### config.mk
export PLATFORM = sky130hd
export DESIGN_NAME = hsfsb_bank
export DESIGN_NICKNAME = d
export VERILOG_FILES = /design/src/verilog/hsfsb_pkg.sv /design/src/verilog/hsfsb_sync.sv /design/src/verilog/hsfsb_bank.sv
export VERILOG_INCLUDE_DIRS = /design/src /design/src/verilog
export SDC_FILE = /design/constraint.sdc
export NUM_CORES = 1
export LEC_CHECK = 0
export BUFFER_PORTS_ARGS = -buffer_cell sky130_fd_sc_hd__buf_2
export CORE_MARGIN = 2
export CORE_UTILIZATION = 43
export CTS_CLUSTER_SIZE = 25
export DETAILED_ROUTE_END_ITERATION = 8
export HOLD_SLACK_MARGIN = 0.03
export PLACE_DENSITY = 0.74
export SKIP_CTS_REPAIR_TIMING = 1
export SLEW_MARGIN = 10
export SYNTH_ARGS = -nofsm -noshare
export SYNTH_HDL_FRONTEND = slang
export SYNTH_SLANG_ARGS = --single-unit
### constraint.sdc
create_clock -name i_mclk -period 0.9 [get_ports i_mclk]
set_clock_uncertainty 0.1 [all_clocks]
set_input_delay 0.135 -clock i_mclk [delete_from_list [all_inputs] [get_ports i_mclk]]
set_output_delay 0.135 -clock i_mclk [all_outputs]
set_load 0.05 [all_outputs]
### src/verilog/hsfsb_defines.svh
// Offsets, bit positions and cause codes of the fault status bank
`ifndef HSFSB_DEFINES_SVH
`define HSFSB_DEFINES_SVH
`define HSFSB_ADDR_INPUT 8'h7C
`define HSFSB_ADDR_TEMP 8'h7D
`define HSFSB_ADDR_MAKER 8'h80
`define HSFSB_RESET_VALUE 8'h00
`define HSFSB_BIT_IN_OV_FAULT 7
`define HSFSB_BIT_IN_OV_WARN 6
`define HSFSB_BIT_IN_UV_WARN 5
`define HSFSB_BIT_IN_UV_FAULT 4
`define HSFSB_BIT_IN_OP_WARN 0
`define HSFSB_BIT_OVERTEMPERATURE_FAULT 7
`define HSFSB_BIT_OT_WARN 6
`define HSFSB_BIT_PT_HEALTH 7
`define HSFSB_BIT_UV_LIVE 6
`define HSFSB_BIT_OV_LIVE 5
`define HSFSB_BIT_SEVERE_OC 4
`define HSFSB_BIT_CUR_LIMIT 3
`define HSFSB_CAUSE_MSB 2
`define HSFSB_CAUSE_NONE 3'h0
`define HSFSB_CAUSE_OT 3'h1
`define HSFSB_CAUSE_OC 3'h2
`define HSFSB_CAUSE_PT 3'h3
`define HSFSB_CAUSE_UV 3'h4
`define HSFSB_CAUSE_OV 3'h6
`endif

### src/verilog/hsfsb_pkg.sv
// Types shared by the fault status bank
package hsfsb_pkg;
  typedef logic [2:0] hsfsb_cause_type;
  typedef logic [7:0] hsfsb_byte_type;
endpackage

### src/verilog/hsfsb_sync.sv
// Two-flop synchroniser for asynchronous comparator pins
`timescale 1ns/1ps
module hsfsb_sync #(
  parameter int WIDTH = 2
) (
  input wire logic i_mclk,
  input wire logic i_reset,
  input wire logic [WIDTH-1:0] i_async,
  output logic [WIDTH-1:0] o_sync
);
  logic [WIDTH-1:0] stage1_reg;

  // First stage feeds only the second stage
  always_ff @(posedge i_mclk or posedge i_reset) begin
    if (i_reset) begin
      stage1_reg <= '0;
      o_sync <= '0;
    end else begin
      stage1_reg <= i_async;
      o_sync <= stage1_reg;
    end
  end
endmodule

### src/verilog/hsfsb_bank.sv
// Hot swap fault status register bank
// Summary of operation
// [RL1] Overvoltage pin sets latched input bit 7
// [RL2] Monitor overvoltage warning latches input bit 6
// [RL3] Monitor undervoltage warning latches input bit 5
// [RL4] Undervoltage pin sets latched input bit 4
// [RL5] Reserved bits read as zero
// [RL6] Input overpower warning latches input bit 0
// [RL7] Overtemperature fault latches temperature bit 7
// [RL8] Overtemperature warning latches temperature bit 6
// [RL9] Pass transistor fault latches maker bit 7
// [RL10] Maker bit 6 follows undervoltage comparator live
// [RL11] Maker bit 5 follows overvoltage comparator live
// [RL12] Severe overcurrent latches maker bit 4
// [RL13] Current limiting latches maker bit 3 immediately
// [RL14] Timed overcurrent only after limit timer expires
// [RL15] Last shutdown cause held until clear
// [RL16] Cause 000 when working or commanded off
// [RL17] Codes 001 temp, 010 overcurrent, 011 transistor
// [RL18] Codes 100 undervoltage, 110 overvoltage
// [RL19] All status registers reset to zero
// [RL20] Input summary set when any input bit
// [RL21] Codes 101 and 111 never produced
// [RL22] Latched flags clear only on host clear
`timescale 1ns/1ps
`include "hsfsb_defines.svh"
module hsfsb_bank
  import hsfsb_pkg::*;
(
  input wire logic i_mclk,
  input wire logic i_reset,
  input wire logic i_overvoltage_sense_pin,
  input wire logic i_undervoltage_sense_pin,
  input wire logic i_input_overvoltage_warning,
  input wire logic i_input_undervoltage_warning,
  input wire logic i_input_overpower_warning,
  input wire logic i_overtemperature_fault,
  input wire logic i_overtemperature_warning,
  input wire logic i_pass_transistor_health_fault,
  input wire logic i_severe_overcurrent_fault,
  input wire logic i_current_limiting,
  input wire logic i_limit_timer_expired,
  input wire logic i_hot_swap_shutdown,
  input wire logic i_status_clear,
  input wire logic [7:0] i_read_addr,
  output logic [7:0] o_read_data,
  output logic o_read_hit,
  output logic o_input_summary,
  output logic o_timed_output_overcurrent_fault
);
  logic [1:0] pins_sync;
  logic ov_live;
  logic uv_live;
  logic input_overvoltage_fault_reg;
  logic input_overvoltage_warning_reg;
  logic input_undervoltage_warning_reg;
  logic input_undervoltage_fault_reg;
  logic input_overpower_warning_reg;
  logic overtemperature_fault_reg;
  logic overtemperature_warning_reg;
  logic pass_transistor_health_fault_reg;
  logic severe_overcurrent_fault_reg;
  logic current_limiting_active_flag_reg;
  logic timed_oc_reg;
  logic shutdown_seen_reg;
  hsfsb_cause_type last_shutdown_cause_reg;
  hsfsb_cause_type cause_next;
  hsfsb_byte_type input_supply_status;
  hsfsb_byte_type temperature_status;
  hsfsb_byte_type maker_specific_status;
  logic [7:0] read_data_reg;
  logic read_hit_reg;

  // Comparator pins are asynchronous to the clock
  hsfsb_sync #(
    .WIDTH(2)
  ) u_pin_sync (
    .i_mclk(i_mclk),
    .i_reset(i_reset),
    .i_async({i_overvoltage_sense_pin, i_undervoltage_sense_pin}),
    .o_sync(pins_sync)
  );
  assign ov_live = pins_sync[1];
  assign uv_live = pins_sync[0];

  // Sticky update shared by every latched flag: a new event in the clear
  // cycle wins over the clear, so a fault is never lost to a racing clear
  // [RL22] clear only on host
  function automatic logic sticky_next(input logic set_now, input logic held,
    input logic clear_now);
    return set_now | (held & ~clear_now);
  endfunction

  // [RL19] flags reset to zero
  // Pin fault lags the pin by three edges
  // [RL1] overvoltage pin latch
  always_ff @(posedge i_mclk or posedge i_reset) begin
    if (i_reset) begin
      input_overvoltage_fault_reg <= 1'b0;
    end else begin
      input_overvoltage_fault_reg <= sticky_next(ov_live,
        input_overvoltage_fault_reg, i_status_clear);
    end
  end

  // Monitor warning may be a level or a pulse
  // [RL2] overvoltage warning latch
  always_ff @(posedge i_mclk or posedge i_reset) begin
    if (i_reset) begin
      input_overvoltage_warning_reg <= 1'b0;
    end else begin
      input_overvoltage_warning_reg <= sticky_next(i_input_overvoltage_warning,
        input_overvoltage_warning_reg, i_status_clear);
    end
  end

  // Monitor undervoltage warning
  // [RL3] undervoltage warning latch
  always_ff @(posedge i_mclk or posedge i_reset) begin
    if (i_reset) begin
      input_undervoltage_warning_reg <= 1'b0;
    end else begin
      input_undervoltage_warning_reg <= sticky_next(i_input_undervoltage_warning,
        input_undervoltage_warning_reg, i_status_clear);
    end
  end

  // Pin fault stays set after the pin recovers
  // [RL4] undervoltage pin latch
  always_ff @(posedge i_mclk or posedge i_reset) begin
    if (i_reset) begin
      input_undervoltage_fault_reg <= 1'b0;
    end else begin
      input_undervoltage_fault_reg <= sticky_next(uv_live,
        input_undervoltage_fault_reg, i_status_clear);
    end
  end

  // Input power warning
  // [RL6] overpower warning latch
  always_ff @(posedge i_mclk or posedge i_reset) begin
    if (i_reset) begin
      input_overpower_warning_reg <= 1'b0;
    end else begin
      input_overpower_warning_reg <= sticky_next(i_input_overpower_warning,
        input_overpower_warning_reg, i_status_clear);
    end
  end

  // Temperature fault from the converter measurement
  // [RL7] overtemperature fault latch
  always_ff @(posedge i_mclk or posedge i_reset) begin
    if (i_reset) begin
      overtemperature_fault_reg <= 1'b0;
    end else begin
      overtemperature_fault_reg <= sticky_next(i_overtemperature_fault,
        overtemperature_fault_reg, i_status_clear);
    end
  end

  // Temperature warning
  // [RL8] overtemperature warning latch
  always_ff @(posedge i_mclk or posedge i_reset) begin
    if (i_reset) begin
      overtemperature_warning_reg <= 1'b0;
    end else begin
      overtemperature_warning_reg <= sticky_next(i_overtemperature_warning,
        overtemperature_warning_reg, i_status_clear);
    end
  end

  // Pass transistor health
  // [RL9] transistor health latch
  always_ff @(posedge i_mclk or posedge i_reset) begin
    if (i_reset) begin
      pass_transistor_health_fault_reg <= 1'b0;
    end else begin
      pass_transistor_health_fault_reg <= sticky_next(i_pass_transistor_health_fault,
        pass_transistor_health_fault_reg, i_status_clear);
    end
  end

  // Severe overcurrent from the fast detector
  // [RL12] severe overcurrent latch
  always_ff @(posedge i_mclk or posedge i_reset) begin
    if (i_reset) begin
      severe_overcurrent_fault_reg <= 1'b0;
    end else begin
      severe_overcurrent_fault_reg <= sticky_next(i_severe_overcurrent_fault,
        severe_overcurrent_fault_reg, i_status_clear);
    end
  end

  // Limiting flag needs no timer, so it leads the timed fault
  // [RL13] immediate limiting latch
  always_ff @(posedge i_mclk or posedge i_reset) begin
    if (i_reset) begin
      current_limiting_active_flag_reg <= 1'b0;
    end else begin
      current_limiting_active_flag_reg <= sticky_next(i_current_limiting,
        current_limiting_active_flag_reg, i_status_clear);
    end
  end

  // Timer expiry alone is ignored; limiting must still be active
  // [RL14] timed fault needs expiry
  always_ff @(posedge i_mclk or posedge i_reset) begin
    if (i_reset) begin
      timed_oc_reg <= 1'b0;
    end else begin
      timed_oc_reg <= sticky_next(i_current_limiting & i_limit_timer_expired,
        timed_oc_reg, i_status_clear);
    end
  end

  // Cause priority when several faults coincide; only defined codes exist
  // [RL17] cause encodings
  // [RL18] voltage cause encodings
  // [RL21] no unused codes
  always_comb begin
    if (ov_live) begin
      cause_next = `HSFSB_CAUSE_OV;
    end else if (uv_live) begin
      cause_next = `HSFSB_CAUSE_UV;
    end else if (i_pass_transistor_health_fault) begin
      cause_next = `HSFSB_CAUSE_PT;
    end else if (i_current_limiting & i_limit_timer_expired) begin
      cause_next = `HSFSB_CAUSE_OC;
    end else if (i_overtemperature_fault) begin
      cause_next = `HSFSB_CAUSE_OT;
    end else begin
      // Commanded shutdown reports no fault
      cause_next = `HSFSB_CAUSE_NONE;
    end
  end

  // Cause captured on the first shutdown edge, then held
  // [RL15] hold cause until clear
  // [RL16] zero while working
  always_ff @(posedge i_mclk or posedge i_reset) begin
    if (i_reset) begin
      last_shutdown_cause_reg <= `HSFSB_CAUSE_NONE;
      shutdown_seen_reg <= 1'b0;
    end else if (i_hot_swap_shutdown & ~shutdown_seen_reg) begin
      last_shutdown_cause_reg <= cause_next;
      shutdown_seen_reg <= 1'b1;
    end else if (i_status_clear) begin
      last_shutdown_cause_reg <= `HSFSB_CAUSE_NONE;
      shutdown_seen_reg <= i_hot_swap_shutdown;
    end else if (~i_hot_swap_shutdown) begin
      shutdown_seen_reg <= 1'b0;
    end
  end

  // Register images, reserved bits zero
  // [RL5] reserved read zero
  always_comb begin
    input_supply_status = `HSFSB_RESET_VALUE;
    input_supply_status[`HSFSB_BIT_IN_OV_FAULT] = input_overvoltage_fault_reg;
    input_supply_status[`HSFSB_BIT_IN_OV_WARN] = input_overvoltage_warning_reg;
    input_supply_status[`HSFSB_BIT_IN_UV_WARN] = input_undervoltage_warning_reg;
    input_supply_status[`HSFSB_BIT_IN_UV_FAULT] = input_undervoltage_fault_reg;
    input_supply_status[`HSFSB_BIT_IN_OP_WARN] = input_overpower_warning_reg;
    temperature_status = `HSFSB_RESET_VALUE;
    temperature_status[`HSFSB_BIT_OVERTEMPERATURE_FAULT] = overtemperature_fault_reg;
    temperature_status[`HSFSB_BIT_OT_WARN] = overtemperature_warning_reg;
    maker_specific_status = `HSFSB_RESET_VALUE;
    maker_specific_status[`HSFSB_BIT_PT_HEALTH] = pass_transistor_health_fault_reg;
    // [RL10] live undervoltage bit
    maker_specific_status[`HSFSB_BIT_UV_LIVE] = uv_live;
    // [RL11] live overvoltage bit
    maker_specific_status[`HSFSB_BIT_OV_LIVE] = ov_live;
    maker_specific_status[`HSFSB_BIT_SEVERE_OC] = severe_overcurrent_fault_reg;
    maker_specific_status[`HSFSB_BIT_CUR_LIMIT] = current_limiting_active_flag_reg;
    maker_specific_status[`HSFSB_CAUSE_MSB:0] = last_shutdown_cause_reg;
  end

  // Address decode of the three mapped status bytes
  function automatic logic addr_mapped(input logic [7:0] addr);
    return (addr == `HSFSB_ADDR_INPUT) || (addr == `HSFSB_ADDR_TEMP) ||
      (addr == `HSFSB_ADDR_MAKER);
  endfunction

  // Registered read port; unmapped addresses read zero
  always_ff @(posedge i_mclk or posedge i_reset) begin
    if (i_reset) begin
      read_data_reg <= `HSFSB_RESET_VALUE;
    end else begin
      unique case (i_read_addr)
        `HSFSB_ADDR_INPUT: begin
          read_data_reg <= input_supply_status;
        end
        `HSFSB_ADDR_TEMP: begin
          read_data_reg <= temperature_status;
        end
        `HSFSB_ADDR_MAKER: begin
          read_data_reg <= maker_specific_status;
        end
        default: begin
          read_data_reg <= `HSFSB_RESET_VALUE;
        end
      endcase
    end
  end

  // Hit kept apart so a host can tell an all-zero byte from a miss
  always_ff @(posedge i_mclk or posedge i_reset) begin
    if (i_reset) begin
      read_hit_reg <= 1'b0;
    end else begin
      read_hit_reg <= addr_mapped(i_read_addr);
    end
  end

  assign o_read_data = read_data_reg;
  assign o_read_hit = read_hit_reg;
  assign o_timed_output_overcurrent_fault = timed_oc_reg;
  // [RL20] input summary bit
  assign o_input_summary = |input_supply_status;
endmodule

==> results.py, run 1 <==
metrics = {
    "synthesis": {
        "ys_types": 24,
        "synth_simple_gate_area_frac": 0.113,
        "muxShareOfSynthArea": 0.0193,
        "yosysWarnings": 0,
        "synth_xor_area_frac": 0,
        "synth_cells": 79,
        "ys_seq_area_frac": 0.676,
        "synth_compound_area_frac": 0.159,
        "netlist_area_sq_um": 1040,
        "synth_top_family_by_area": "compound AO/OA/AOI/OAI gates",
        "avgSynthCellArea_sq_um": 13.1,
        "synth_fp_nets": 102,
        "synthAdderAreaFrac": 0,
        "ys_ff_latch": 28,
    },
    "sta": {
        "report.final.slew_viol_count": 0,
        "hold_violations": 1,
        "finalSetupViolCount": 22,
        "min_period_ns": 1.39,
        "worst_slack_ns": -0.491,
        "tightest_slew_ns": 0.284,
        "rsz0062_at_grt": "true",
        "finalCritPeriodShare": 1.55,
        "max_freq_mhz": 719,
        "holdWs_ns": -0.0100,
        "maxSlewHeadroom": 0.811,
    },
    "layout": {
        "fin_nets": 166,
        "num-fill-cells": 153,
        "drive_gt1_frac": 0.507,
        "final_area_sq_um": 1710,
        "n_antenna_cell": 0,
        "area_growth_pct": 64.4,
        "instances_no_fill": 170,
        "multi_input_area_sq_um": 385,
        "seq_area_sq_um": 704,
        "largest_reg_flops": 8,
    },
    "drt": {
        "finalWirelength_um": 2430,
        "drt-vias-per-instance": 5.12,
        "first_pass_iters": 4,
        "via_count": 871,
        "ant_nets": 0,
        "drc": 0,
        "initialDrtViolationCount": 8,
        "wl_per_cell_um": 14.3,
    },
    "global_route": {
        "top_usage_layer": "met2",
        "use_met2": 0.308,
        "gr-usage-met3": 0.0593,
        "grt_pass1_vias": 836,
        "grtUsageTotal": 0.178,
        "grt-ovfl-total": 0,
        "grt_max_degree": 29,
        "antenna_found_initial": 0,
        "grt_use_met1": 0.202,
        "grt_pass1_wl_um": 3520,
    },
    "power": {
        "clkPwrFrac": 0.324,
        "intPower_mw": 1.96,
        "peakVddDrop_uv": 1280,
        "swShare": 0.222,
        "power_density_nw_per_um2": 1480,
        "p_comb_frac": 0.137,
        "p_switching_mw": 0.559,
        "p_leak_nw": 0.862,
        "seqPwrFrac": 0.539,
    },
    "place": {
        "dp.cells": 153,
        "post-place-ws_ns": -0.271,
        "port_buffers": 33,
        "globalplace.congestion": 0.679,
        "place_hpwl_um": 1570,
        "placed_area_sq_um": 1420,
    },
    "clocking": {
        "cts_htree_levels": 1,
        "cts-root-buf": "clkbuf_4",
        "cts_tree": "yes",
        "clk_pin_slew_worst_paths_ns": 0.15,
        "clk_path_buf_depth": 2,
        "clk_latency_ns": 0.33,
        "clock-sinks": 28,
        "cts_made_buffers": 3,
    },
    "outcome": {
        "status": "complete, but fails checks",
        "violations": "negative hold slack, negative setup slack",
    },
    "setup_path": {
        "required_ns": 0.66,
        "critPathCaptureType": "output port",
        "arrival_ns": 1.16,
        "path_max_fanout": 2,
        "startpoint_type": "flip-flop",
        "r2r_cells": 4,
        "crit_type": "flip-flop to output port",
    },
    "floorplanning": {
        "core_area_sq_um": 2250,
        "start_util": 0.460,
        "rows": 17,
        "die_w_um": 53.1,
        "num_io_pins": 34,
        "die_h_um": 53.1,
        "dieArea_sq_um": 2820,
    },
    "worst_hold_path": {
        "worstHoldPathCells": 3,
        "hp-class": "primary input to flip-flop",
    },
    "run": {
        "drv_cap": 0,
    },
}
cell usage after synthesis:
| cell | number | area share |
|---|---|---|
| a21o_1 | 10 | 0.072 |
| a21oi_1 | 2 | 0.0097 |
| a22o_2 | 3 | 0.029 |
| and2_1 | 2 | 0.012 |
| and2_2 | 1 | 0.0072 |
| and4b_1 | 1 | 0.0097 |
| and4bb_2 | 1 | 0.012 |
| buf_6 | 1 | 0.011 |
| clkbuf_1 | 2 | 0.0072 |
| dfrtp_1 | 28 | 0.68 |
| inv_1 | 4 | 0.014 |
| mux2i_1 | 2 | 0.019 |
| nand2_1 | 2 | 0.0072 |
| nand2b_1 | 2 | 0.012 |
| nand3_1 | 3 | 0.014 |
| nand4_1 | 1 | 0.0060 |
| nor2_1 | 4 | 0.014 |
| nor3_1 | 1 | 0.0048 |
| nor3b_1 | 1 | 0.0072 |
| nor4_1 | 1 | 0.0060 |
| o21ai_0 | 3 | 0.014 |
| o2bb2ai_1 | 2 | 0.017 |
| o31a_1 | 1 | 0.0084 |
| o41ai_1 | 1 | 0.0084 |
per-stage QoR:
| step | setup TNS, ns | hold WS, ns | utilization | total power [mW] |
|---|---|---|---|---|
| after CTS | -3.93 | -0.293 | 0.654 | 2.46 |
| after global placement | -2.40 | 0.0752 | 0.631 | 1.64 |
| after floorplan | -0.856 | 0.0664 | - | 1.49 |
| after global routing | -4.22 | -0.0279 | 0.756 | 2.63 |
| after detailed placement | -2.58 | 0.0855 | 0.631 | 1.65 |
| final | -3.51 | -0.0100 | 0.756 | 2.52 |
cells by family (layout without fill, tap and decap cells):
| logic type | Yosys count | after routing |
|---|---|---|
| flip-flops | 28 | 28 |
| AND/OR/NAND/NOR | 20 | 20 |
| multiplexers | 2 | 2 |
| buffers and inverters | 7 | 70 |
| AO/OA/AOI/OAI | 22 | 22 |
cell usage in the layout, fill, tap and decap left out, drive strengths merged, types with 4 or more instances in the layout:
| cell type | Yosys | final |
|---|---|---|
| inv | 4 | 4 |
| nor2 | 4 | 4 |
| a21o | 10 | 10 |
| buf | 1 | 50 |
| dfrtp | 28 | 28 |
| dlygate4sd3 | 0 | 12 |
worst paths after layout:
kind / start / to / slack [ns]
min reg2reg: u_pin_sync.stage1_reg[0] / u_pin_sync.o_sync[0] / 0.27
min in group asynchronous: i_reset / current_limiting_active_flag_reg / 0.25
min: i_current_limiting / current_limiting_active_flag_reg / -0.01
max in group asynchronous: i_reset / o_timed_output_overcurrent_fault / 0.29
max reg2reg: input_overvoltage_warning_reg / o_read_data[6] / -0.18
max: input_overvoltage_warning_reg / o_input_summary / -0.49
power groups by stage:
| stage | combinational (mW) | clock, mW | sequential, mW |
|---|---|---|---|
| 6_report | 0.344 | 0.817 | 1.36 |
| 3_5_place_dp | 0.273 | 0 | 1.38 |
| 5_1_grt | 0.373 | 0.886 | 1.37 |
| 3_3_place_gp | 0.264 | 0 | 1.37 |
| 2_1_floorplan | 0.0985 | 0 | 1.39 |
| 4_1_cts | 0.274 | 0.833 | 1.35 |
layer usage:
layer  vias to the layer above  part of all wire
met1                       433              0.40
met3                         7             0.051
met2                        25              0.52
li1                        406                 -
met5                         -                 0
met4                         0             0.027
cell type report:
| cell class | instances | area share |
|---|---|---|
| inverter | 4 | 0.00880 |
| multi-input combinational | 44 | 0.226 |
| tap | 28 | 0.0205 |
| clock inverter | 1 | 0.0176 |
| clock buffer | 3 | 0.0132 |
| sequential | 28 | 0.413 |
| timing repair buffer | 62 | 0.301 |
critical path, stage by stage (launching register included):
cell	delay, ns
dfrtp_1	0.42
nor3_2	0.19
nand2_2	0.07
buf_6	0.15
No activity file was read; power rests on OpenSTA's default activity.
==> run 2: changes to the inputs <==
Settings changed: ABC_AREA set to 1, CORE_UTILIZATION 43 to 44, PLACE_DENSITY 0.74 to 0.75.
==> run 2 against run 1 <==
Compared with the run above:
- the run still ends with negative hold slack, negative setup slack left
- sequential power about the same
- final area up 2.3%
- register-to-register slack better by 0.05 ns
- clock power down 26%
- total power down 7.6%
- via count up 11%
- critical path depth unchanged
- setup slack worse by 0.072 ns
- combinational power up 7.3%
- area after synthesis up 9.8%
- synthesized cell count up 49%
- fmax down 4.9%
==> results.py, run 2 <==
metrics = {
    "global_route": {
        "grt-ovfl-total": 0,
        "grt_max_degree": 29,
        "grtUsageTotal": 0.171,
        "grt_pass1_vias": 907,
        "grt_pass1_wl_um": 3430,
        "antenna_found_initial": 0,
    },
    "layout": {
        "instances_no_fill": 209,
        "fin_util": 0.711,
        "fin_nets": 203,
        "drive_gt1_frac": 0.413,
        "final_cell_mix": "27 x nand2_1, 27 x dfrtp_1, 22 x buf_2, 17 x inv_1, 16 x buf_6",
        "largest_reg_flops": 8,
        "multi_input_area_sq_um": 400,
        "num-fill-cells": 187,
        "area_growth_pct": 53.3,
        "seq_area_sq_um": 702,
        "n_antenna_cell": 0,
    },
    "floorplanning": {
        "start_util": 0.464,
        "die_h_um": 54.9,
        "die_w_um": 54.9,
        "rows": 18,
        "core_area_sq_um": 2450,
        "dieArea_sq_um": 3010,
        "num_io_pins": 34,
    },
    "synthesis": {
        "yosysWarnings": 0,
        "synthTopCellsByArea": "dfrtp_1 62%, nand2_1 9.6%, inv_1 6.6%, nand3_1 5.3%, nor2_4 3.0%",
        "synth_commonest_cells": "29 x nand2_1, 28 x dfrtp_1, 20 x inv_1",
        "ys_ff_latch": 28,
        "synthArstFlopShare": 1.00,
        "avgSynthCellArea_sq_um": 9.65,
        "netlist_area_sq_um": 1140,
        "synth.most_common_cell": "nand2_1",
        "synthFlopType": "dfrtp_1",
        "ys_types": 16,
        "synth_fp_nets": 141,
        "synth_top_area_frac": 0.615,
        "synth-edff-count": 0,
        "yosys.area.top_type": "dfrtp_1",
        "ys_seq_area_frac": 0.615,
        "synth_cells": 118,
    },
    "sta": {
        "maxSlewHeadroom": 0.796,
        "finalCritPeriodShare": 1.63,
        "report.final.slew_viol_count": 0,
        "max_freq_mhz": 683,
        "tightest_slew_ns": 0.306,
        "holdWs_ns": -0.0345,
        "worst_slack_ns": -0.563,
        "rsz0062_at_grt": "true",
        "min_period_ns": 1.46,
        "hold_violations": 1,
        "finalSetupViolCount": 19,
    },
    "outcome": {
        "status": "complete, but fails checks",
        "violations": "negative hold slack, negative setup slack",
    },
    "drt": {
        "drt-vias-per-instance": 4.64,
        "initialDrtViolationCount": 6,
        "via_count": 969,
        "met1_length_um": 980,
        "finalWirelength_um": 2480,
        "highest_layer": "met4",
        "met2_length_um": 1310,
        "drc": 0,
        "ant_nets": 0,
        "wl_per_cell_um": 11.8,
        "first_pass_iters": 4,
        "wl_met3_um": 138,
    },
    "setup_path": {
        "crit_slowest_cell": "dfrtp_1",
        "crit_type": "flip-flop to output port",
        "crit_family": "flip-flops",
        "cp_cell_sequence": "nor3_4, nand3_4, buf_6",
        "path_max_fanout": 2,
        "cp_slowest_stage_delay_ns": 0.44,
        "r2r_cells": 4,
        "arrival_ns": 1.23,
        "cp.depth": 3,
        "path_buf_inv": 1,
        "startpoint_type": "flip-flop",
        "required_ns": 0.66,
        "critPathCaptureType": "output port",
    },
    "clocking": {
        "clk_latency_ns": 0.33,
        "clk_path_buf_depth": 2,
        "cts_htree_levels": 1,
        "cts_made_buffers": 3,
        "clock-sinks": 28,
        "clk_pin_slew_worst_paths_ns": 0.14,
        "cts-root-buf": "clkbuf_4",
        "cts_tree": "yes",
    },
    "power": {
        "finalPower_mw": 2.33,
        "p_leak_nw": 0.936,
        "power_density_nw_per_um2": 1330,
        "peakVddDrop_uv": 1640,
    },
    "worst_hold_path": {
        "hp-class": "primary input to flip-flop",
        "worstHoldPathCells": 3,
    },
    "place": {
        "globalplace.congestion": 0.713,
        "post-place-ws_ns": -0.259,
        "port_buffers": 33,
        "dp.cells": 189,
        "place_hpwl_um": 1710,
    },
    "run": {
        "drv_cap": 0,
    },
}
## run 2: cell type report
| type | count | area share |
|---|---|---|
| Multi-Input combinational cell | 66 | 0.229 |
| Sequential cell | 28 | 0.402 |
| Timing Repair Buffer | 58 | 0.277 |
| Clock buffer | 4 | 0.0208 |
| Inverter | 23 | 0.0495 |
| Tap cell | 30 | 0.0215 |
## run 2: cells by family after synthesis
group                  share of synthesized area
AND/OR/NAND/NOR                            0.225
AO/OA/AOI/OAI                             0.0802
buffers and inverters                     0.0791
flip-flops                                 0.615
## run 2: per-layer routing
layer	global-route usage	up-vias
li1	-	481
met2	0.312	29
met1	0.171	454
met3	0.0410	5
met5	0	-
met4	0.104	0
## run 2: path summary, 6_finish.rpt
kind	startpoint	endpoint	slack, ns
min reg2reg	u_pin_sync.stage1_reg[0]	u_pin_sync.o_sync[0]	0.27
max	input_overvoltage_fault_reg	o_input_summary	-0.56
min in group asynchronous	i_reset	o_timed_output_overcurrent_fault	0.25
max reg2reg	input_overvoltage_fault_reg	o_read_data[7]	-0.13
min	i_limit_timer_expired	o_timed_output_overcurrent_fault	-0.03
max in group asynchronous	i_reset	o_timed_output_overcurrent_fault	0.29
## run 2: tightest hold or removal path: cells and delay by family
kind                   cells  cell delay (ns)
buffers and inverters      1             0.07
AND/OR/NAND/NOR            2             0.16
## run 2: per-stage QoR
stage / area (sq um) / TNS, ns
2_1_floorplan: 1160 / -0.143
3_3_place_gp: 1440 / -0.454
3_5_place_dp: 1440 / -0.644
4_1_cts: 1480 / -3.64
5_1_grt: 1750 / -4.19
6_report: 1750 / -3.35
## run 2: power by group
part           switching [mW]  leakage (nW)  internal [mW]
clock                   0.358        0.0210          0.248
combinational           0.185         0.573          0.184
sequential             0.0371         0.341           1.32
total                   0.581         0.936           1.75
==> run 3: changes to the inputs <==
Settings changed: CORE_MARGIN 2 to unset.
==> run 3 against run 2 <==
Compared with the run above:
- wire length shrank 2.3%
- clock power rose by 34%
- die area fell by 7.2%
- final cell count increased by 0.48%
- worst hold slack improved by 0.012 ns
- utilization increased by 1.3 points
- count of clock-buffer cells in the layout shrank 1
- first-iteration DRC count increased by 100%
- the flow still finishes with violations (negative hold slack, negative setup slack)
- largest cell class unchanged
==> results.py, run 3 (synthesized netlist as in run 2, its figures left out) <==
metrics = {
    "floorplanning": {
        "core_area_sq_um": 2450,
        "dieArea_sq_um": 2800,
        "die_w_um": 52.9,
        "die_h_um": 52.9,
        "num_io_pins": 34,
        "rows": 18,
        "start_util": 0.464,
    },
    "drt": {
        "ant_nets": 0,
        "drt-vias-per-instance": 4.61,
        "initialDrtViolationCount": 12,
        "first_pass_iters": 4,
        "wl_per_cell_um": 11.5,
        "via_count": 969,
        "finalWirelength_um": 2420,
        "drc": 0,
    },
    "global_route": {
        "grt_max_degree": 29,
        "antenna_found_initial": 0,
        "grt_pass1_vias": 846,
        "grt_pass1_wl_um": 3410,
        "grtUsageTotal": 0.172,
        "grt-ovfl-total": 0,
    },
    "setup_path": {
        "startpoint_type": "flip-flop",
        "path_max_fanout": 2,
        "critPathCapture": "o_input_summary",
        "r2r_cells": 5,
        "crit_type": "flip-flop to output port",
        "reg2reg_slack_ns": -0.12,
        "required_ns": 0.66,
        "crit-reg2reg-launch": "shutdown_seen_reg",
        "crit_start": "input_overvoltage_fault_reg",
        "worstReg2RegEnd": "last_shutdown_cause_reg[0]",
        "arrival_ns": 1.25,
        "critPathCaptureType": "output port",
    },
    "sta": {
        "maxSlewHeadroom": 0.752,
        "tightest_slew_ns": 0.372,
        "hold_violations": 1,
        "report.final.slew_viol_count": 0,
        "holdWs_ns": -0.0224,
        "finalCritPeriodShare": 1.66,
        "finalSetupViolCount": 17,
        "min_period_ns": 1.49,
        "worst_slack_ns": -0.590,
        "max_freq_mhz": 671,
        "rsz0062_at_grt": "true",
    },
    "clocking": {
        "cts_tree": "yes",
        "cts_htree_levels": 1,
        "clk_pin_slew_worst_paths_ns": 0.15,
        "cts-root-buf": "clkbuf_4",
        "clock-sinks": 28,
        "cts_made_buffers": 3,
        "clk_path_buf_depth": 2,
        "clk_latency_ns": 0.32,
    },
    "place": {
        "globalplace.congestion": 0.735,
        "placed_area_sq_um": 1440,
        "port_buffers": 33,
        "place_hpwl_um": 1610,
    },
    "power": {
        "p_leak_nw": 0.949,
        "power_density_nw_per_um2": 1420,
        "peakVddDrop_uv": 1290,
    },
    "layout": {
        "largest_reg_flops": 8,
        "final_area_sq_um": 1780,
        "n_antenna_cell": 0,
        "final_cell_mix": "27 x nand2_1, 27 x dfrtp_1, 22 x buf_2, 17 x inv_1, 15 x buf_6",
        "num-fill-cells": 180,
        "drive_gt1_frac": 0.428,
        "area_growth_pct": 56.2,
        "fin_nets": 204,
    },
    "run": {
        "drv_cap": 0,
    },
    "worst_hold_path": {
        "hp-class": "primary input to flip-flop",
    },
    "outcome": {
        "status": "complete, but fails checks",
        "violations": "negative hold slack, negative setup slack",
    },
}
## run 3: through the flow
step / util / std cells / setup TNS, ns / power [mW] / worst slack (ns)
after floorplan: - / 118 / -0.143 / 1.52 / -0.143
after global placement: 0.587 / 189 / -0.382 / 1.64 / -0.221
after detailed placement: 0.587 / 189 / -0.542 / 1.65 / -0.268
after CTS: 0.609 / 193 / -3.72 / 2.46 / -0.652
after global routing: 0.724 / 210 / -4.11 / 2.64 / -0.656
final: 0.724 / 210 / -3.35 / 2.53 / -0.590
## run 3: cell type report
type / instances / area [sq um] / share of cell area
clock inverter: 1 / 30.0 / 0.0169
timing repair buffer: 59 / 487 / 0.274
clock buffer: 3 / 22.5 / 0.0127
multi-input combinational: 66 / 413 / 0.232
tap: 30 / 37.5 / 0.0211
inverter: 23 / 86.3 / 0.0486
sequential: 28 / 702 / 0.395
## run 3: worst min path at each step
stage                                   startpoint                                to  slack [ns]  cells after the start
after floorplan           i_undervoltage_sense_pin          u_pin_sync.stage1_reg[0]        0.07                      0
after global placement                     i_reset                 shutdown_seen_reg        0.07                      3
after detailed placement                   i_reset          u_pin_sync.stage1_reg[0]        0.08                      3
after CTS                                  i_reset          u_pin_sync.stage1_reg[0]       -0.29                      3
after global routing         i_limit_timer_expired  o_timed_output_overcurrent_fault       -0.02                      3
final                        i_limit_timer_expired  o_timed_output_overcurrent_fault       -0.02                      3
## run 3: where the power goes
part | switching (mW) | total (mW) | leakage [nW] | internal [mW]
clock network | 0.361 | 0.811 | 0.0279 | 0.450
logic | 0.188 | 0.373 | 0.580 | 0.185
registers | 0.0328 | 1.35 | 0.341 | 1.32
total | 0.581 | 2.53 | 0.949 | 1.95
## run 3: layer usage
metal,global-route usage,wire (um)
met1,0.204,1020
met2,0.310,1270
met3,0.0259,106
met4,0.0658,23
met5,0,0
## run 3: worst max-delay path, stage by stage, from the launching register on
cell     delay (ns)
dfrtp_1        0.43
nor3_2         0.25
nand3_4        0.09
buf_6          0.16
